**src/hw/fbp_pkg.sv**
```systemverilog
`default_nettype none
package fbp_pkg;

    // bus geometry
    localparam int          ADDR_W        = 18;
    localparam int          DATA_W        = 32;
    localparam int          IDX_W         = 16;
    localparam int          NPINS         = 4;

    // register indices, byte address is four times the index
    localparam logic [15:0] IDX_PORT      = 16'hFE5C;
    localparam logic [15:0] IDX_CTL01     = 16'hFE5D;
    localparam logic [15:0] IDX_CTL23     = 16'hFE5E;
    localparam logic [15:0] IDX_INSEL     = 16'hFE5F;
    localparam logic [15:0] IDX_LATCH     = 16'hFE58;

    // reset values
    localparam logic [7:0]  RST_REG       = 8'h00;

    // per-source nibble layout inside the interrupt control registers
    localparam int          NIB_W         = 4;
    localparam int          FLD_EN        = 0;
    localparam int          FLD_FLAG      = 1;
    localparam int          FLD_SELB      = 2;
    localparam int          FLD_SELA      = 3;

    // port register layout
    localparam int          FLD_DIR       = 4;

    // input select register fields
    localparam int          FLD_CNT_SEL   = 0;
    localparam int          FLD_LCAP_SEL  = 6;
    localparam int          FLD_HCAP_SEL  = 7;

    // response codes
    localparam logic [1:0]  RESP_OKAY     = 2'h0;
    localparam logic [1:0]  RESP_SLVERR   = 2'h2;

    typedef enum logic [2:0] {
        FBP_REG_NONE,
        FBP_REG_PORT,
        FBP_REG_CTL01,
        FBP_REG_CTL23,
        FBP_REG_INSEL,
        FBP_REG_LATCH
    } fbp_reg_t;

endpackage
`default_nettype wire

```
**src/hw/fbp_port.sv**
```systemverilog
`timescale 1ns/1ps
`default_nettype none
// Overview of operation
// - four pins, each with own direction bit
// - port register: low nibble data, high direction
// - pin zero open-drain low; others push-pull
// - output types fixed in hardware, no option
// - pins zero/one: level or single edge detect
// - pins two/three: falling, rising or both edges
// - selected pin two/three event pulses timer count
// - selected pin zero/two event strobes low capture
// - pin zero level mode repeats low capture
// - selected pin one/three event strobes high capture
// - pin one level mode repeats high capture
// - flag and enable on sources 0-2 wake
// - after wake, light standby until interrupt accepted
// - level on pins zero/one sets flag in standby
// - pin two edge blocked by standby entry level
// - pins zero/one wake only in level mode
// - polarity and level bits select trigger, sources 0/1
// - rise and fall enables select trigger, sources 2/3
// - flags stay set until software clears them
// - plain read gives live pins; alias gives latch
module fbp_port
    import fbp_pkg::*;
(
    input  wire logic                         aclk,
    input  wire logic                         aresetn,
    input  wire logic [fbp_pkg::ADDR_W-1:0]   s_axi_awaddr,
    input  wire logic                         s_axi_awvalid,
    output logic                              s_axi_awready,
    input  wire logic [fbp_pkg::DATA_W-1:0]   s_axi_wdata,
    input  wire logic [3:0]                   s_axi_wstrb,
    input  wire logic                         s_axi_wvalid,
    output logic                              s_axi_wready,
    output logic [1:0]                        s_axi_bresp,
    output logic                              s_axi_bvalid,
    input  wire logic                         s_axi_bready,
    input  wire logic [fbp_pkg::ADDR_W-1:0]   s_axi_araddr,
    input  wire logic                         s_axi_arvalid,
    output logic                              s_axi_arready,
    output logic [fbp_pkg::DATA_W-1:0]        s_axi_rdata,
    output logic [1:0]                        s_axi_rresp,
    output logic                              s_axi_rvalid,
    input  wire logic                         s_axi_rready,
    input  wire logic [fbp_pkg::NPINS-1:0]    port_pin_in,
    output logic [fbp_pkg::NPINS-1:0]         port_pin_out,
    output logic [fbp_pkg::NPINS-1:0]         port_pin_oe_n,
    output logic [fbp_pkg::NPINS-1:0]         port_pull_up_en,
    input  wire logic                         deep_standby,
    input  wire logic                         irq_accept,
    output logic [fbp_pkg::NPINS-1:0]         irq_request,
    output logic                              standby_wake,
    output logic                              light_standby,
    output logic                              timer0_count_pulse,
    output logic                              timer0_low_half_capture,
    output logic                              timer0_high_half_capture
);
    import fbp_pkg::*;

    ////////////////////////////////////////////////////////////////////////////

    // address decode shared by the read and write paths
    function automatic fbp_reg_t fbp_decode(input logic [ADDR_W-1:0] addr);
        logic [IDX_W-1:0] idx;
        idx = addr[ADDR_W-1:2];
        if (idx == IDX_PORT)       fbp_decode = FBP_REG_PORT;
        else if (idx == IDX_CTL01) fbp_decode = FBP_REG_CTL01;
        else if (idx == IDX_CTL23) fbp_decode = FBP_REG_CTL23;
        else if (idx == IDX_INSEL) fbp_decode = FBP_REG_INSEL;
        else if (idx == IDX_LATCH) fbp_decode = FBP_REG_LATCH;
        else                       fbp_decode = FBP_REG_NONE;
    endfunction

    logic [7:0]        port_q;
    logic [7:0]        ctl01_q;
    logic [7:0]        ctl23_q;
    logic [7:0]        insel_q;
    logic [NPINS-1:0]  sync1_q;
    logic [NPINS-1:0]  sync2_q;
    logic [NPINS-1:0]  prev_q;
    logic              standby_q;
    logic              entry_lvl2_q;
    logic              wake_q;
    logic              light_q;
    logic              cnt_q;
    logic              lcap_q;
    logic              hcap_q;

    ////////////////////////////////////////////////////////////////////////////
    // register bus slave

    logic              aw_held_q;
    logic              w_held_q;
    logic [ADDR_W-1:0] aw_addr_q;
    logic [7:0]        w_data_q;
    logic              w_lane0_q;
    logic              bvalid_q;
    logic [1:0]        bresp_q;
    logic              rvalid_q;
    logic [DATA_W-1:0] rdata_q;
    logic [1:0]        rresp_q;

    // handshake and write decode
    wire               do_write  = aw_held_q & w_held_q & ~bvalid_q;
    wire fbp_reg_t     wr_sel    = fbp_decode(aw_addr_q);
    wire               wr_en     = do_write & w_lane0_q;
    wire               wr_port   = wr_en & ((wr_sel == FBP_REG_PORT) | (wr_sel == FBP_REG_LATCH));
    wire               wr_ctl01  = wr_en & (wr_sel == FBP_REG_CTL01);
    wire               wr_ctl23  = wr_en & (wr_sel == FBP_REG_CTL23);
    wire               wr_insel  = wr_en & (wr_sel == FBP_REG_INSEL);
    wire fbp_reg_t     rd_sel    = fbp_decode(s_axi_araddr);
    wire               ar_take   = s_axi_arvalid & ~rvalid_q;

    assign s_axi_awready = ~aw_held_q;
    assign s_axi_wready  = ~w_held_q;
    assign s_axi_bvalid  = bvalid_q;
    assign s_axi_bresp   = bresp_q;
    assign s_axi_arready = ~rvalid_q;
    assign s_axi_rvalid  = rvalid_q;
    assign s_axi_rdata   = rdata_q;
    assign s_axi_rresp   = rresp_q;

    // read data: port register shows live pins in the low nibble
    logic [7:0] rd_byte;
    always_comb begin
        unique case (rd_sel)
            FBP_REG_PORT:  rd_byte = {port_q[7:FLD_DIR], sync2_q};
            FBP_REG_LATCH: rd_byte = port_q;
            FBP_REG_CTL01: rd_byte = ctl01_q;
            FBP_REG_CTL23: rd_byte = ctl23_q;
            FBP_REG_INSEL: rd_byte = insel_q;
            default:       rd_byte = RST_REG;
        endcase
    end

    // write channel capture and response
    always_ff @(posedge aclk) begin
        if (!aresetn) begin
            aw_held_q <= 1'b0;
            w_held_q  <= 1'b0;
            aw_addr_q <= '0;
            w_data_q  <= RST_REG;
            w_lane0_q <= 1'b0;
            bvalid_q  <= 1'b0;
            bresp_q   <= RESP_OKAY;
        end else begin
            if (s_axi_awvalid && !aw_held_q) begin
                aw_held_q <= 1'b1;
                aw_addr_q <= s_axi_awaddr;
            end
            if (s_axi_wvalid && !w_held_q) begin
                w_held_q  <= 1'b1;
                w_data_q  <= s_axi_wdata[7:0];
                w_lane0_q <= s_axi_wstrb[0];
            end
            if (do_write) begin
                aw_held_q <= 1'b0;
                w_held_q  <= 1'b0;
                bvalid_q  <= 1'b1;
                bresp_q   <= (wr_sel == FBP_REG_NONE) ? RESP_SLVERR : RESP_OKAY;
            end else if (bvalid_q && s_axi_bready) begin
                bvalid_q  <= 1'b0;
            end
        end
    end

    // read channel
    always_ff @(posedge aclk) begin
        if (!aresetn) begin
            rvalid_q <= 1'b0;
            rdata_q  <= '0;
            rresp_q  <= RESP_OKAY;
        end else if (ar_take) begin
            rvalid_q <= 1'b1;
            rdata_q  <= {{(DATA_W-8){1'b0}}, rd_byte};
            rresp_q  <= (rd_sel == FBP_REG_NONE) ? RESP_SLVERR : RESP_OKAY;
        end else if (rvalid_q && s_axi_rready) begin
            rvalid_q <= 1'b0;
        end
    end

    ////////////////////////////////////////////////////////////////////////////
    // pin drivers

    // pin zero open-drain, others push-pull; types are wired, not options
    genvar gp;
    generate
        for (gp = 0; gp < NPINS; gp++) begin : g_drv
            if (gp == 0) begin : g_od
                assign port_pin_out[gp]  = 1'b0;
                assign port_pin_oe_n[gp] = ~(port_q[FLD_DIR+gp] & ~port_q[gp]);
            end else begin : g_pp
                assign port_pin_out[gp]  = port_q[gp];
                assign port_pin_oe_n[gp] = ~port_q[FLD_DIR+gp];
            end
            assign port_pull_up_en[gp] = port_q[gp];
        end
    endgenerate

    ////////////////////////////////////////////////////////////////////////////
    // input sync and event detection

    logic [NPINS-1:0] rise;
    logic [NPINS-1:0] fall;
    logic [NPINS-1:0] hit;
    wire  [7:0]       ctl_of [NPINS];

    assign ctl_of[0] = ctl01_q;
    assign ctl_of[1] = ctl01_q;
    assign ctl_of[2] = ctl23_q;
    assign ctl_of[3] = ctl23_q;

    // pin two edges blocked by the level held at standby entry
    wire blk_rise2 = deep_standby & standby_q & entry_lvl2_q;
    wire blk_fall2 = deep_standby & standby_q & ~entry_lvl2_q;

    // per-pin trigger selection
    genvar gi;
    generate
        for (gi = 0; gi < NPINS; gi++) begin : g_det
            localparam int B = (gi % 2) * NIB_W;
            assign rise[gi] = sync2_q[gi] & ~prev_q[gi];
            assign fall[gi] = ~sync2_q[gi] & prev_q[gi];
            if (gi < 2) begin : g_lv
                wire pol = ctl_of[gi][B+FLD_SELA];
                wire lvl = ctl_of[gi][B+FLD_SELB];
                assign hit[gi] = lvl ? (sync2_q[gi] == pol)
                                     : (pol ? rise[gi] : fall[gi]);
            end else if (gi == 2) begin : g_e2
                assign hit[gi] = (ctl_of[gi][B+FLD_SELA] & rise[gi] & ~blk_rise2)
                               | (ctl_of[gi][B+FLD_SELB] & fall[gi] & ~blk_fall2);
            end else begin : g_e3
                assign hit[gi] = (ctl_of[gi][B+FLD_SELA] & rise[gi])
                               | (ctl_of[gi][B+FLD_SELB] & fall[gi]);
            end
        end
    endgenerate

    // synchroniser and history
    always_ff @(posedge aclk) begin
        if (!aresetn) begin
            sync1_q <= '0;
            sync2_q <= '0;
            prev_q  <= '0;
        end else begin
            sync1_q <= port_pin_in;
            sync2_q <= sync1_q;
            prev_q  <= sync2_q;
        end
    end

    // standby entry level of pin two, caught at the entry edge
    always_ff @(posedge aclk) begin
        if (!aresetn) begin
            standby_q    <= 1'b0;
            entry_lvl2_q <= 1'b0;
        end else begin
            standby_q <= deep_standby;
            if (deep_standby && !standby_q)
                entry_lvl2_q <= sync2_q[2];
        end
    end

    ////////////////////////////////////////////////////////////////////////////
    // registers; a hardware set wins over a software clear

    wire [7:0] set01 = (8'(hit[0]) << FLD_FLAG) | (8'(hit[1]) << (NIB_W + FLD_FLAG));
    wire [7:0] set23 = (8'(hit[2]) << FLD_FLAG) | (8'(hit[3]) << (NIB_W + FLD_FLAG));
    wire [7:0] ctl01_d = (wr_ctl01 ? w_data_q : ctl01_q) | set01;
    wire [7:0] ctl23_d = (wr_ctl23 ? w_data_q : ctl23_q) | set23;

    always_ff @(posedge aclk) begin
        if (!aresetn) begin
            port_q  <= RST_REG;
            ctl01_q <= RST_REG;
            ctl23_q <= RST_REG;
            insel_q <= RST_REG;
        end else begin
            if (wr_port)
                port_q <= w_data_q;
            if (wr_insel)
                insel_q <= w_data_q;
            ctl01_q <= ctl01_d;
            ctl23_q <= ctl23_d;
        end
    end

    ////////////////////////////////////////////////////////////////////////////
    // timer strobes, requests and wake

    wire [NPINS-1:0] flag = {ctl23_q[NIB_W+FLD_FLAG], ctl23_q[FLD_FLAG],
                             ctl01_q[NIB_W+FLD_FLAG], ctl01_q[FLD_FLAG]};
    wire [NPINS-1:0] ena  = {ctl23_q[NIB_W+FLD_EN], ctl23_q[FLD_EN],
                             ctl01_q[NIB_W+FLD_EN], ctl01_q[FLD_EN]};
    wire lvl0 = ctl01_q[FLD_SELB];
    wire lvl1 = ctl01_q[NIB_W+FLD_SELB];

    wire cnt_d  = insel_q[FLD_CNT_SEL]  ? hit[3] : hit[2];
    wire lcap_d = insel_q[FLD_LCAP_SEL] ? hit[0] : hit[2];
    wire hcap_d = insel_q[FLD_HCAP_SEL] ? hit[1] : hit[3];
    wire wake_d = (flag[0] & ena[0] & lvl0)
                | (flag[1] & ena[1] & lvl1)
                | (flag[2] & ena[2]);

    assign irq_request              = flag & ena;
    assign standby_wake             = wake_q;
    assign light_standby            = light_q;
    assign timer0_count_pulse       = cnt_q;
    assign timer0_low_half_capture  = lcap_q;
    assign timer0_high_half_capture = hcap_q;

    // registered strobes and standby state
    always_ff @(posedge aclk) begin
        if (!aresetn) begin
            cnt_q   <= 1'b0;
            lcap_q  <= 1'b0;
            hcap_q  <= 1'b0;
            wake_q  <= 1'b0;
            light_q <= 1'b0;
        end else begin
            cnt_q  <= cnt_d;
            lcap_q <= lcap_d;
            hcap_q <= hcap_d;
            wake_q <= wake_d;
            if (irq_accept)
                light_q <= 1'b0;
            else if (wake_q && deep_standby)
                light_q <= 1'b1;
        end
    end
endmodule
`default_nettype wire

```
**config.mk**
```make
export PLATFORM = sky130hd
export DESIGN_NAME = fbp_port
export DESIGN_NICKNAME = d
export VERILOG_FILES = /design/src/hw/fbp_pkg.sv /design/src/hw/fbp_port.sv
export SDC_FILE = /design/constraint.sdc
export NUM_CORES = 1
export LEC_CHECK = 0
export BUFFER_PORTS_ARGS = -buffer_cell sky130_fd_sc_hd__buf_4
export CORE_UTILIZATION = 53
export CTS_CLUSTER_SIZE = 28
export DETAILED_ROUTE_END_ITERATION = 8
export GPL_ROUTABILITY_DRIVEN = 0
export PLACE_DENSITY = 0.85
export SYNTH_ARGS = -nofsm -noshare
export SYNTH_HDL_FRONTEND = slang
export SYNTH_SLANG_ARGS = --single-unit
```
**constraint.sdc**
```tcl
create_clock -name aclk -period 3.5 [get_ports aclk]
set_clock_uncertainty 0.15 [all_clocks]
set_input_delay 0.7 -clock aclk [delete_from_list [all_inputs] [get_ports aclk]]
set_output_delay 0.7 -clock aclk [all_outputs]
set_load 0.03 [all_outputs]
```
==> flow_summary_export.csv, run 1 <==
group,metric,value,unit
run_status,status,"completed",
cts,cts_sinks,90,
timing,hold_violations,0,
grt,antenna_found_initial,0,
cts,holdBufCountCts,0,
cts,clock_path_buffers,2,
route,postRouteAntennaNets,0,
logic_synthesis,ys_seq_elements,90,
timing,slew_headroom,23.9,%
floorplan,dieArea,7860,µm²
critical_path,r2r_cells,4,
critical_path,rr_endpoint,"ctl01_q[1]",
timing,tightest_slew,1.13,ns
grt,grt_pass1_vias,3231,
cts,cts.clk_slew.worst_paths,0.08,ns
route,vias_per_cell,5.50,
finish,final_cell_area,4800,µm²
critical_path,cp-end-kind,"flip-flop",
floorplan,die_h,88.7,µm
worst_hold_path,worst_hold_startpoint,"sync1_q[0]",
route,drt_iter0_drc,314,
finish,antenna_cells,0,
worst_hold_path,hp-class,"flip-flop to flip-flop",
critical_path,worstReg2RegStart,"aw_addr_q[7]",
route,route.vias.total,3611,
finish,fin_util,66.2,%
placed_design,dp_hpwl,6680,µm
timing,finalCritPeriodShare,71.2,%
floorplan,die_x,88.7,µm
route,dr.pass1.iters,5,
grt,gr-total-overflow,0,
timing,fmax,401,MHz
critical_path,cp-start-kind,"flip-flop",
route,wire_per_inst,14.1,µm
placed_design,placed_cell_area,4530,µm²
finish,num-nets-final,637,
grt,grt_pass1_wl,14800,µm
floorplan,core_region_area,7250,µm²
floorplan,row_count,31,
cts,post_cts_buffers,0,
cts,cts_resized,0,
logic_synthesis,syn_area,3980,µm²
worst_hold_path,hold_end,"sync2_q[0]",
route,finalWirelength,9260,µm
cts,root_buffer,"clkbuf_8",
logic_synthesis,synth.avg_cell_area,8.23,µm²
timing,finalSetupViolCount,0,
finish,area_delta_synth_final,20.5,%
floorplan,start_util,54.9,%
cts,htree_levels,3,
route,drc_errors,0,
logic_synthesis,seq_area_frac_synth,45.3,%
cts,clk_latency,0.36,ns
floorplan,io_pins,147,
finish,final_cell_mix,"90 x dfxtp_1, 90 x buf_4, 73 x nand2_1, 58 x a21oi_1",
grt,grt_max_degree,62,
pwr,leakagePower,0.00190,µW
finish,finalNonFillerCells,656,
worst_hold_path,hold_depth,1,
finish,drive_above_1_share,21.4,%
timing,rsz0062_at_grt,"no",
critical_path,worstPathMaxFanout,33,
logic_synthesis,yosysWarnings,0,
logic_synthesis,synthDistinctLibCells,47,
pwr,max-vdd-ir-drop,318,µV
placed_design,portBuffers,88,
critical_path,path_class,"flip-flop to flip-flop",
timing,layout_min_cycle_time,2.49,ns
critical_path,required,3.64,ns
pwr,powerDensity,458,nW/µm²
cts,cts_tree,"yes",
critical_path,worstPathArrival,2.63,ns
cts,tritoncts.num_buffers,9,
timing,report.final.slew_viol_count,0,
timing,fin_tns_setup,0,ns
placed_design,placed_cells,640,
grt,grt_util_all_layers,25.1,%
logic_synthesis,syn_inst,484,
job,cap_violations,0,
critical_path,r2r_slack,1.01,ns
synth_stat cells (all sizes together):
master | count | area, µm²
mux2 | 8 | 90.1
nor2 | 13 | 48.8
o311a | 2 | 20.0
o21a | 1 | 7.51
o211ai | 2 | 15.0
buf | 40 | 280
o21bai | 1 | 7.51
and4b | 1 | 10.0
nor2b | 8 | 50.1
nand4b | 3 | 32.5
or3 | 2 | 12.5
a211oi | 2 | 15.0
or2 | 3 | 18.8
nor3 | 10 | 50.1
o22ai | 1 | 6.26
a31oi | 3 | 18.8
o31a | 1 | 8.76
a21oi | 58 | 290
dfxtp | 90 | 1800
and3b | 1 | 8.76
nand2 | 73 | 274
xor2 | 1 | 8.76
or4 | 1 | 7.51
mux2i | 2 | 20.0
nor4 | 4 | 31.3
o221ai | 2 | 17.5
nand4 | 4 | 25.0
inv | 9 | 33.8
clkbuf | 19 | 71.3
a22oi | 8 | 60.1
a211o | 2 | 17.5
conb | 1 | 3.75
a22o | 8 | 70.1
nand3b | 4 | 30.0
nand3 | 35 | 175
nand4bb | 1 | 11.3
nand2b | 3 | 18.8
and2 | 19 | 119
xnor2 | 1 | 8.76
o21ai | 37 | 185
registers in the layout, summed over array words and instances, names as in the netlist, 4 cells and up:
name         flops
ctl01_q          8
s_axi_rdata      8
sync1_q          4
w_data_q         8
ctl23_q          8
sync2_q          4
port_q           8
insel_q          8
prev_q           4
aw_addr_q       16
critical path, cell delays in order (launching register included):
cell      delay (ns)
dfxtp_1         0.32
nand4b_2        0.27
or4_1           0.94
or3_1           0.56
a31oi_1         0.17
cells by family (layout without fill, tap and decap cells):
logic type | Yosys count | after routing | share of synthesized area, %
AO/OA/AOI/OAI | 128 | 128 | 18.6
XOR/XNOR | 2 | 2 | 0.440
buffers and inverters | 68 | 115 | 9.68
flip-flops | 90 | 90 | 45.3
multiplexers | 10 | 10 | 2.77
other | 1 | 27 | 0.0942
AND/OR/NAND/NOR | 185 | 185 | 23.2
how the worst max path moves through the flow:
stage | start | endpoint | slack (ns)
final | aw_addr_q[7] | ctl01_q[1] | 1.01
after global routing | aw_addr_q[7] | ctl01_q[1] | 0.88
after detailed placement | s_axi_araddr[10] | s_axi_rdata[3] | 1.02
after CTS | aw_addr_q[7] | ctl01_q[1] | 1.02
after global placement | s_axi_araddr[9] | s_axi_rdata[2] | 1.09
after floorplan | s_axi_araddr[10] | s_axi_rdata[2] | 1.40
layer usage:
metal  track usage, %  vias to the layer above  routed length, µm
li1                 -                     1767                  -
met1             30.2                     1653               3980
met2             41.3                      167               4440
met3             5.32                       24                620
met4             14.7                        0                221
met5                0                        -                  0
power by group:
| part | switching [µW] | total (µW) | internal [µW] |
|---|---|---|---|
| Sequential | 29.1 | 1080 | 1050 |
| Clock | 353 | 918 | 565 |
| Combinational | 122 | 197 | 75.1 |
metrics by stage:
step	setup slack (ns)	hold slack (ns)	power [µW]
CTS	1.02	0.291	2210
detailed placement	1.02	0.271	1300
floorplan	1.40	0.262	1250
finish	1.01	0.289	2200
global placement	1.09	0.266	1300
global route	0.878	0.305	2280
area by class of cell:
cell class                      instances  area, µm²
Clock buffer                           11        141
Clock inverter                          5        125
Timing Repair Buffer                   90        676
Fill cell                             596       2450
Inverter                                9       33.8
Multi-Input combinational cell        352       1900
Sequential cell                        90       1800
Tap cell                               99        124
Power figures use the tool's default switching activity.
==> inputs of run 2 (changes only) <==
- CORE_UTILIZATION: 53 -> 44
- PLACE_DENSITY: 0.85 -> 0.75
- clock period: 3.5 -> 2.1 ns (I/O delays scaled with it)
==> flow_summary_export.csv, run 2 (same netlist as run 1, synthesis figures left out) <==
group,metric,value,unit
critical_path,worstPathArrival,2.07,ns
cts,clk_latency,0.36,ns
cts,tritoncts.num_buffers,9,
floorplan,die_x,97.1,µm
finish,largest_register_ffs,16,
timing,slew_headroom,40.9,%
grt,gr-total-overflow,0,
critical_path,timing.critical_path.slowest_cell_delay,0.63,ns
cts,clock_path_buffers,2,
timing,hold-worst-slack,0.0487,ns
floorplan,start_util,45.7,%
grt,grt_use_met1,26.5,%
floorplan,row_count,34,
cts,root_buffer,"clkbuf_8",
finish,nFillCells,799,
placed_design,portBuffers,88,
route,wire_per_inst,14.2,µm
critical_path,worstPathMaxFanout,29,
floorplan,io_pins,147,
route,dr.pass1.iters,4,
finish,regMostFlops,"aw_addr_q",
grt,grtUsageMet3,5.11,%
timing,layout_min_cycle_time,1.98,ns
route,drc_errors,0,
timing,tightest_slew,0.885,ns
cts,holdBufCountCts,0,
grt,grt_max_degree,64,
route,postRouteAntennaNets,0,
grt,global_route.peak_usage_layer,"met2",
critical_path,crit_buf_inv,1,
route,vias_per_cell,5.33,
pwr,powerDensity,680,nW/µm²
critical_path,required,2.19,ns
timing,rsz0062_at_grt,"no",
pwr,leakagePower,0.00192,µW
timing,fmax,504,MHz
cts,cts.clk_slew.worst_paths,0.10,ns
placed_design,dp_hpwl,7020,µm
run_status,status,"completed",
critical_path,path_class,"flip-flop to flip-flop",
finish,antenna_cells,0,
critical_path,cp-end-kind,"flip-flop",
critical_path,r2r_slack,0.12,ns
timing,report.final.slew_viol_count,0,
critical_path,critical_path.top_delay_family,"simple AND/OR/NAND/NOR gates",
critical_path,worst_path_max_delay_cell,"or4_1",
finish,num-nets-final,647,
finish,drive_above_1_share,22.9,%
finish,layout_commonest_cell,"buf_4",
grt,grt_pass1_vias,3259,
finish,final_cell_mix,"98 x buf_4, 90 x dfxtp_1, 73 x nand2_1, 58 x a21oi_1",
grt,grt_util_all_layers,20.4,%
timing,finalSetupViolCount,0,
route,finalWirelength,9570,µm
critical_path,cp_cell_sequence,"or2_0, or4_1, buf_6, o21ai_0, a21oi_1",
grt,antenna_found_initial,0,
job,cap_violations,0,
timing,finalCritPeriodShare,94.4,%
finish,area_delta_synth_final,21.3,%
cts,htree_levels,3,
grt,grt_pass1_wl,15600,µm
worst_hold_path,hp-class,"primary input to flip-flop",
pwr,max-vdd-ir-drop,309,µV
grt,met2_usage,32.3,%
route,route.vias.total,3597,
critical_path,cp-start-kind,"flip-flop",
cts,cts_sinks,90,
timing,fin_tns_setup,0,ns
cts,cts_tree,"yes",
floorplan,dieArea,9430,µm²
route,drt_iter0_drc,242,
floorplan,die_h,97.1,µm
floorplan,core_region_area,8720,µm²
timing,hold_violations,0,
run 2: changes by cell type in the layout (fill, tap and decap cells not counted):
cell        change
buf_12          +1
buf_4           +8
buf_6           +1
bufinv_16       -4
clkbuf_1        -1
clkbuf_8        -1
clkinv_2        -1
clkinv_4        +2
clkinv_8        +1
clkinvlp_4      +1
inv_6           +1
inv_8           +2
run 2: stage by stage:
| stage | area [µm²] | utilization [%] | instances | total power (µW) | setup WS, ns |
|---|---|---|---|---|---|
| after floorplan | 4080 | - | 510 | 2080 | 0.212 |
| after global placement | 4630 | 53.1 | 659 | 2170 | 0.143 |
| after detailed placement | 4630 | 53.1 | 659 | 2180 | 0.108 |
| after CTS | 4830 | 55.4 | 675 | 3310 | 0.0872 |
| after global routing | 4830 | 55.4 | 675 | 3430 | 0.00175 |
| final | 4830 | 55.4 | 675 | 3290 | 0.117 |
run 2: worst paths after layout:
kind,start,end,depth (start not counted)
setup reg to reg,aw_addr_q[9],port_q[0],5
hold reg to reg,sync1_q[0],sync2_q[0],1
hold / removal,irq_accept,light_standby,2
setup / recovery,aw_addr_q[9],port_q[0],5
run 2: worst register-to-register path: stages, from the launching register on:
cell and delay (ns):
dfxtp_1 0.32, or2_0 0.25, or4_1 0.63, buf_6 0.23, o21ai_0 0.19, a21oi_1 0.10
run 2: repair_timing:
| item | in CTS | in global routing |
|---|---|---|
| resized for setup | 0 | 1 |
| setup endpoints to repair | 0 | 7 |
| setup buffers | 0 | 0 |
run 2: area by class of cell:
| cell class | instances | area (µm²) | area share [%] |
|---|---|---|---|
| inverter | 9 | 33.8 | 0.699 |
| timing repair buffer | 100 | 767 | 15.9 |
| tap | 108 | 135 | 2.80 |
| clock buffer | 9 | 124 | 2.56 |
| clock inverter | 7 | 72.6 | 1.50 |
| sequential | 90 | 1800 | 37.3 |
| multi-input combinational | 352 | 1900 | 39.3 |
run 2: routing by layer:
| metal | vias up | part of all wire (%) |
|---|---|---|
| met1 | 1661 | 43 |
| met4 | 0 | 2.2 |
| met3 | 16 | 7.4 |
| met2 | 139 | 47 |
| li1 | 1781 | - |
| met5 | - | 0 |
run 2: report_power, final:
group          switching, µW  internal (µW)  total [µW]  leakage, µW
combinational            205            129         334      0.00109
sequential              49.0           1750        1800     0.000733
clock                    684            465        1150    0.0000966
total                    938           2350        3290      0.00192
